**src/pcs_pkg.sv**
```systemverilog
// Shared constants for the PHY configuration slave port.
// Assumes a single 250 MHz clock shared by both ends.
package pcs_pkg;

  // Configuration: narrow build for 2.5G and 1G/2.5G, wide otherwise
  localparam bit          NARROW_CFG  = 1'b1;
  localparam int unsigned ADDR_W      = NARROW_CFG ? 5 : 11;
  localparam int unsigned RDATA_W     = NARROW_CFG ? 16 : 32;
  localparam int unsigned WDATA_W     = NARROW_CFG ? 16 : 32;
  localparam int unsigned REG_W       = 16;
  localparam int unsigned NUM_REGS    = 1 << ADDR_W;

  // Busy cycles before a request is accepted
  localparam logic [3:0]  ACCEPT_WAIT = 4'h2;
  localparam logic [15:0] REG_RESET   = 16'h0000;

endpackage : pcs_pkg

```
**src/pcs_if.sv**
```systemverilog
// Carrier between the host master and the PHY configuration slave.
// Assumes both ends share the clock that the testbench provides.
`timescale 1ns/10ps
interface pcs_if;
  import pcs_pkg::*;
  logic [ADDR_W-1:0]  address;
  logic               read;
  logic               write;
  logic [WDATA_W-1:0] writedata;
  logic [RDATA_W-1:0] readdata;
  logic               waitrequest;

  modport dev (
    input  address,
    input  read,
    input  write,
    input  writedata,
    output readdata,
    output waitrequest
  );
  modport host (
    output address,
    output read,
    output write,
    output writedata,
    input  readdata,
    input  waitrequest
  );
endinterface : pcs_if

```
**src/pcs_slave.sv**
```systemverilog
// PHY end: word-addressed 16-bit configuration registers behind a
// wait-request slave port. Assumes the host keeps its own rules.
// Operation
// - One address selects one 16-bit register
// - Address bus selects read or write target
// - Host asserts read strobe to read
// - Host asserts write strobe to write
// - Read data valid only while wait-request low
// - Write commits only while wait-request low
// - Wait-request high while busy, low on accept
// - Host holds request while wait-request high
// - Host ignores wait-request in idle and reset
`timescale 1ns/10ps
module pcs_slave
  import pcs_pkg::*;
(
  input  wire logic        CLK,
  input  wire logic        RST_B,
  pcs_if.dev               BUS,
  output logic [REG_W-1:0] REG0_VALUE
);

  ////////////////////////////////////////////////////////////////////////
  // State
  typedef enum logic [1:0] {
    S_IDLE,
    S_BUSY,
    S_DONE
  } pcs_state_type;

  // Request captured at take, so the commit never leans on the host
  typedef struct packed {
    pcs_state_type      state;
    logic [3:0]         cnt;
    logic               wait_req;
    logic               is_write;
    logic [ADDR_W-1:0]  addr;
    logic [REG_W-1:0]   wdata;
    logic [RDATA_W-1:0] rdata;
    logic [REG_W-1:0]   reg0;
  } pcs_dev_type;

  pcs_dev_type      cur;
  pcs_dev_type      next_cur;
  logic [REG_W-1:0] regs [NUM_REGS];
  logic             req_seen;
  logic             commit;
  logic [REG_W-1:0] addr_word;

  ////////////////////////////////////////////////////////////////////////
  // Helpers
  // Either strobe counts; the host keeps them exclusive
  function automatic logic req_any(
    input logic rd,
    input logic wr
  );
    return rd || wr;
  endfunction : req_any

  function automatic logic cnt_last(
    input logic [3:0] c
  );
    return (c <= 4'h1);
  endfunction : cnt_last

  function automatic logic [3:0] cnt_step(
    input logic [3:0] c
  );
    return c - 4'h1;
  endfunction : cnt_step

  // Word widened to the read bus; upper read bits are zero
  function automatic logic [RDATA_W-1:0] to_rdata(
    input logic [REG_W-1:0] w
  );
    return RDATA_W'(w);
  endfunction : to_rdata

  // Registers are 16 bits; wider write bits are dropped
  function automatic logic [REG_W-1:0] to_word(
    input logic [WDATA_W-1:0] d
  );
    return d[REG_W-1:0];
  endfunction : to_word

  ////////////////////////////////////////////////////////////////////////
  // Handshake
  always_comb begin
    req_seen      = req_any(BUS.read, BUS.write);
    addr_word     = regs[cur.addr];
    next_cur      = cur;
    next_cur.reg0 = regs[0];
    commit        = 1'b0;
    unique case (cur.state)
      S_IDLE: begin
        // High while idle, so a fresh strobe is always stalled first
        next_cur.wait_req = 1'b1;
        if (req_seen) begin
          next_cur.state    = S_BUSY;
          next_cur.cnt      = ACCEPT_WAIT;
          next_cur.is_write = BUS.write;
          next_cur.addr     = BUS.address;
          next_cur.wdata    = to_word(BUS.writedata);
        end
      end
      S_BUSY: begin
        next_cur.wait_req = 1'b1;
        if (!cnt_last(cur.cnt)) begin
          next_cur.cnt = cnt_step(cur.cnt);
        end else begin
          next_cur.state    = S_DONE;
          next_cur.cnt      = 4'h0;
          next_cur.wait_req = 1'b0;
          next_cur.rdata    = to_rdata(addr_word);
        end
      end
      S_DONE: begin
        // Accepted cycle: wait-request low, a write lands at its end
        commit            = cur.is_write;
        next_cur.state    = S_IDLE;
        next_cur.wait_req = 1'b1;
      end
      default: begin
        next_cur.state    = S_IDLE;
        next_cur.wait_req = 1'b1;
      end
    endcase
  end

  ////////////////////////////////////////////////////////////////////////
  // Registers, one 16-bit word per address
  always_ff @(posedge CLK or negedge RST_B) begin
    if (!RST_B) begin
      for (int i = 0; i < int'(NUM_REGS); i++) begin
        regs[i] <= REG_RESET;
      end
    end else if (commit) begin
      regs[cur.addr] <= cur.wdata;
    end
  end

  always_ff @(posedge CLK or negedge RST_B) begin
    if (!RST_B) begin
      cur.state    <= S_IDLE;
      cur.cnt      <= 4'h0;
      cur.wait_req <= 1'b1;
      cur.is_write <= 1'b0;
      cur.addr     <= '0;
      cur.wdata    <= REG_RESET;
      cur.rdata    <= '0;
      cur.reg0     <= REG_RESET;
    end else begin
      cur <= next_cur;
    end
  end

  ////////////////////////////////////////////////////////////////////////
  // Outputs straight from the state flops
  assign BUS.readdata    = cur.rdata;
  assign BUS.waitrequest = cur.wait_req;
  assign REG0_VALUE      = cur.reg0;

endmodule : pcs_slave

```
**src/flat_wrapper.sv**
```systemverilog
// flat-port wrapper written by rule: the top's interface ports become plain ports
module pcs_slave_flat import pcs_pkg::*;
  (CLK, RST_B, REG0_VALUE, BUS_address, BUS_read, BUS_write, BUS_writedata, BUS_readdata, BUS_waitrequest);
  pcs_if BUS_i ();
  input  wire logic CLK;
  input  wire logic RST_B;
  output logic [REG_W-1:0] REG0_VALUE;
  input wire logic [$bits(BUS_i.address)-1:0] BUS_address;
  input wire logic [$bits(BUS_i.read)-1:0] BUS_read;
  input wire logic [$bits(BUS_i.write)-1:0] BUS_write;
  input wire logic [$bits(BUS_i.writedata)-1:0] BUS_writedata;
  output wire logic [$bits(BUS_i.readdata)-1:0] BUS_readdata;
  output wire logic [$bits(BUS_i.waitrequest)-1:0] BUS_waitrequest;
  assign BUS_i.address = BUS_address;
  assign BUS_i.read = BUS_read;
  assign BUS_i.write = BUS_write;
  assign BUS_i.writedata = BUS_writedata;
  assign BUS_readdata = BUS_i.readdata;
  assign BUS_waitrequest = BUS_i.waitrequest;
  pcs_slave u_core (.CLK(CLK), .RST_B(RST_B), .BUS(BUS_i), .REG0_VALUE(REG0_VALUE));
endmodule
```
**config.mk**
```make
export PLATFORM = sky130hd
export DESIGN_NAME = pcs_slave_flat
export DESIGN_NICKNAME = d
export VERILOG_FILES = /design/src/pcs_pkg.sv /design/src/pcs_if.sv /design/src/pcs_slave.sv /design/src/flat_wrapper.sv
export SDC_FILE = /design/constraint.sdc
export NUM_CORES = 1
export LEC_CHECK = 0
export BUFFER_PORTS_ARGS = -buffer_cell sky130_fd_sc_hd__buf_4
export CORE_AREA = 2 2 244 246
export CTS_BUF_LIST = sky130_fd_sc_hd__clkbuf_16
export DETAILED_ROUTE_END_ITERATION = 10
export DIE_AREA = 0 0 246 248
export PLACE_DENSITY = 0.57
export SYNTH_ARGS = -nofsm -noshare
export SYNTH_HDL_FRONTEND = slang
export SYNTH_SLANG_ARGS = --single-unit
```
**constraint.sdc**
```tcl
create_clock -name CLK -period 2.3 [get_ports CLK]
set_input_delay 0.345 -clock CLK [delete_from_list [all_inputs] [get_ports CLK]]
set_output_delay 0.345 -clock CLK [all_outputs]
set_load 0.02 [all_outputs]
```
==> results by group <==
Run status
  – Status: completed

Timing
  – Slew Viols, Final: 0
  – Fmax: approximately 0.45 GHz
  – WHS: around 0.064 ns
  – Setup Skew: approximately 0.019 ns
  – Final Hold Fails: 0
  – Tcrit/Tclk final: about 97%
  – Final Setup Violations: 0
  – Slew headroom: approximately 18%
  – Worst slew pin tran: roughly 1.2 ns
  – Tmin final: roughly 2.2 ns
  – Unrepaired setup endpoints after global routing: true

Logic synthesis
  – Synth cell count leaders: 572 x dfrtp_1, 481 x mux2_2, 98 x mux2i_1, 79 x mux4_2, 57 x clkbuf_1
  – Leading area contributor after synthesis: dfrtp_1
  – Async SR Flop Fraction: 100.0%
  – Post-synth top area share: 55.21%
  – Post-synth net total: 1747
  – Post-Syn Area: about 26000 µm²
  – Count leader, synth: dfrtp_1
  – Yosys warns: 0
  – Synth cell types: 57
  – Top cells by area, synth: dfrtp_1 55%, mux2_2 21%, mux4_2 6.9%
  – EDFF count, synth: 0
  – Syn Inst Count: between 1500 and 2000
  – Ys flop type: dfrtp_1
  – Seq/Total Area, Yosys: 55.31%
  – #FFs+latches synth: 573
  – Synthesized area per cell: roughly 15 µm²

CTS
  – Clock Sinks: ~570
  – CTS tree: yes
  – Skew-Pair Late Insertion Delay: between 0.6 and 0.7 ns
  – Htree depth: 2
  – Cts bufs inserted: between 60 and 70
  – CTS max path bufs: 3
  – Clock root cell: clkbuf_16
  – Worst-path clk slew: approximately 0.06 ns

Pwr
  – Pwr Total: around 0.034 W
  – Max rail drop VDD: around 0.00076 V
  – Lkg Pwr: 14.71 nW
  – Power Dens Cells: approximately 1100 nW/µm²

Critical path
  – Worst r2r src: u_core.cur[48]
  – Slowest-stage cell, CP: dfrtp_4
  – Critical Path RT: around 2.8 ns
  – Crit Path Max Fanout: 18
  – Critical Path, Cell by Cell: buf_12 > buf_16 > mux4_2 > a221oi_1 > a31oi_2
  – Worst setup SP type: flop
  – Crit path from: u_core.cur[48]
  – Reg2reg path depth: 5
  – Flop2flop setup slack: 0.07 ns
  – CP Capture Type: flop
  – Crit path kind: flop to flop
  – Critical path data arrival time: around 2.7 ns
  – Setup crit end: u_core.BUS.readdata[8]
  – Max incr delay on CP: approximately 0.57 ns
  – Reg-to-reg endpoint: u_core.BUS.readdata[8]

Drt
  – Drt initial violations: ~890
  – Vias per inst: roughly 5.7
  – DRC viols: 0
  – DRT antenna net count: 0
  – DRT Wirelength: around 69000 µm
  – Via Count: 15190
  – DR pass1 iterations: 5
  – WL per Instance: ~26 µm

Final layout
  – Fin cells: between 2000 and 3000
  – Post-layout net count: 1864
  – Multi-input logic area: around 11000 µm²
  – Fill cells: 4900
  – Synth-to-Final Area Change: 15.88%
  – Fraction of layout cells with a size suffix above 1: 47.27%
  – Storage cell area: 14350 µm²
  – Ant. Diodes: 0

Floorplan
  – Die area: slightly above 60000 µm²
  – Core Box Area: 58460 µm²
  – Initial core utilization: roughly 44%
  – Die height: around 250 µm
  – Die W: between 200 and 250 µm
  – Row count: 89
  – Top Ports: 58

Flow run
  – Max_cap viols: 0

Placed design
  – DP Wirelength: roughly 47000 µm
  – Gpl congestion: approximately 0.8
  – DP Cell Count: about 2500
  – Input/output buffers: 57

GRT
  – First-pass GRT wire length: 104200 µm
  – GRT Total Usage: 23.16%
  – Initial antenna violation count: 0
  – Vias in the first global route: 15960
  – Congestion Overflow GR: 0
  – Largest net degree at the start of global routing: 73

Min path
  – Hold WC Path Type: input pin to flop
placed cells by master (no fill, tap or decap), types with 3 or more instances in the layout:
| cell | count |
|---|---|
| nor3_1 | 5 |
| o2111ai_1 | 7 |
| o21ai_0 | 3 |
| and2_1 | 7 |
| nor3_4 | 4 |
| nor4_2 | 3 |
| nand2_2 | 9 |
| a22o_1 | 12 |
| a221oi_1 | 9 |
| a22oi_1 | 14 |
| buf_12 | 38 |
| a31oi_1 | 23 |
| o22ai_1 | 34 |
| dfrtp_1 | 569 |
| mux4_2 | 79 |
| nand2b_1 | 4 |
| a21oi_1 | 3 |
| inv_1 | 24 |
| mux2_2 | 481 |
| clkbuf_16 | 63 |
| nand2_4 | 9 |
| nor4_1 | 8 |
| mux2i_1 | 98 |
| nor2_2 | 11 |
| mux2_1 | 54 |
| nor2b_1 | 4 |
| buf_4 | 162 |
| clkinv_2 | 7 |
| nand2_1 | 16 |
| nand4b_1 | 3 |
| clkinv_1 | 18 |
| nor2_1 | 31 |
| and3_1 | 4 |
| dlygate4sd3_1 | 23 |
worst max-delay path: cells and delay by family (launching register included):
family	cells	cell delay [ns]
flip-flops	1	0.57
AO/OA/AOI/OAI	2	0.49
buffers and inverters	2	0.45
multiplexers	1	0.54
layout make-up:
class,instances,share of cell area (%)
Inverter,5,0.06247
Multi-Input combinational cell,969,35.33
Clock buffer,63,5.248
Clock inverter,48,0.8205
Tap cell,773,3.219
Sequential cell,573,47.76
Timing Repair Buffer,227,7.563
registers in the layout, indices dropped and copies added, names as in the netlist:
name / cells
u_core.BUS.waitrequest: 1
u_core.BUS.readdata: 16
u_core.next_cur: 16
u_core.REG0_VALUE: 16
u_core.cur: 28
u_core.regs: 496
what timing repair did:
action	4_1_cts	5_1_grt
setup endpoints to repair	3	24
hold buffers	23	0
endpoints found under the hold margin	58	0
pin swaps	0	2
setup buffers	0	2
gates resized for setup	3	8
per-stage QoR:
| stage | instance area, µm² | utilization (%) | setup TNS [ns] | worst slack (ns) |
|---|---|---|---|---|
| after floorplan | 25930 | - | 0 | 0.3207 |
| after global placement | 27920 | 47.75 | -0.1738 | -0.08216 |
| after detailed placement | 27920 | 47.75 | -0.1520 | -0.08061 |
| after CTS | 29990 | 51.29 | 0 | 0.008104 |
| after global routing | 30040 | 51.39 | -0.01675 | -0.01675 |
| final | 30040 | 51.39 | 0 | 0.06768 |
logic make-up after synthesis:
family | Yosys count | synth area share, %
AOI/OAI and AO/OA | 112 | 3.060
DFF | 573 | 55.31
xor gates and xnor gates | 1 | 0.03379
buffers and inverters | 178 | 4.025
adders and majority gates | 2 | 0.09651
and+or+nand+nor | 142 | 3.591
muxes | 712 | 33.88
per-layer routing:
| layer | share of wire [%] | global-route usage (%) | routed length (µm) | vias up |
|---|---|---|---|---|
| met1 | 45 | 32.03 | 31210 | 8223 |
| met3 | 4.8 | 4.466 | 3278 | 106 |
| li1 | - | - | - | 6562 |
| met4 | 2.7 | 7.005 | 1874 | 0 |
| met5 | 0 | 0 | 0 | - |
| met2 | 47 | 37.16 | 32240 | 302 |
power breakdown:
group          switching, W  leakage [nW]  internal [W]
combinational       0.00518          5.87       0.00492
clock               0.00396         0.971       0.00510
sequential          0.00238          7.87        0.0120
worst min path at each step:
| stage | start | endpoint | slack, ns | cells past startpoint |
|---|---|---|---|---|
| 5_1_grt | BUS_read | u_core.cur[55] | 0.07 | 4 |
| 6_report | BUS_read | u_core.cur[55] | 0.06 | 4 |
| 4_1_cts | BUS_read | u_core.cur[55] | 0.03 | 4 |
| 2_1_floorplan | RST_B | u_core.BUS.readdata[0] | 0.05 | 0 |
| 3_3_place_gp | RST_B | u_core.REG0_VALUE[13] | 0.34 | 1 |
| 3_5_place_dp | RST_B | u_core.REG0_VALUE[13] | 0.33 | 1 |
(Power assumes the default switching activity.)
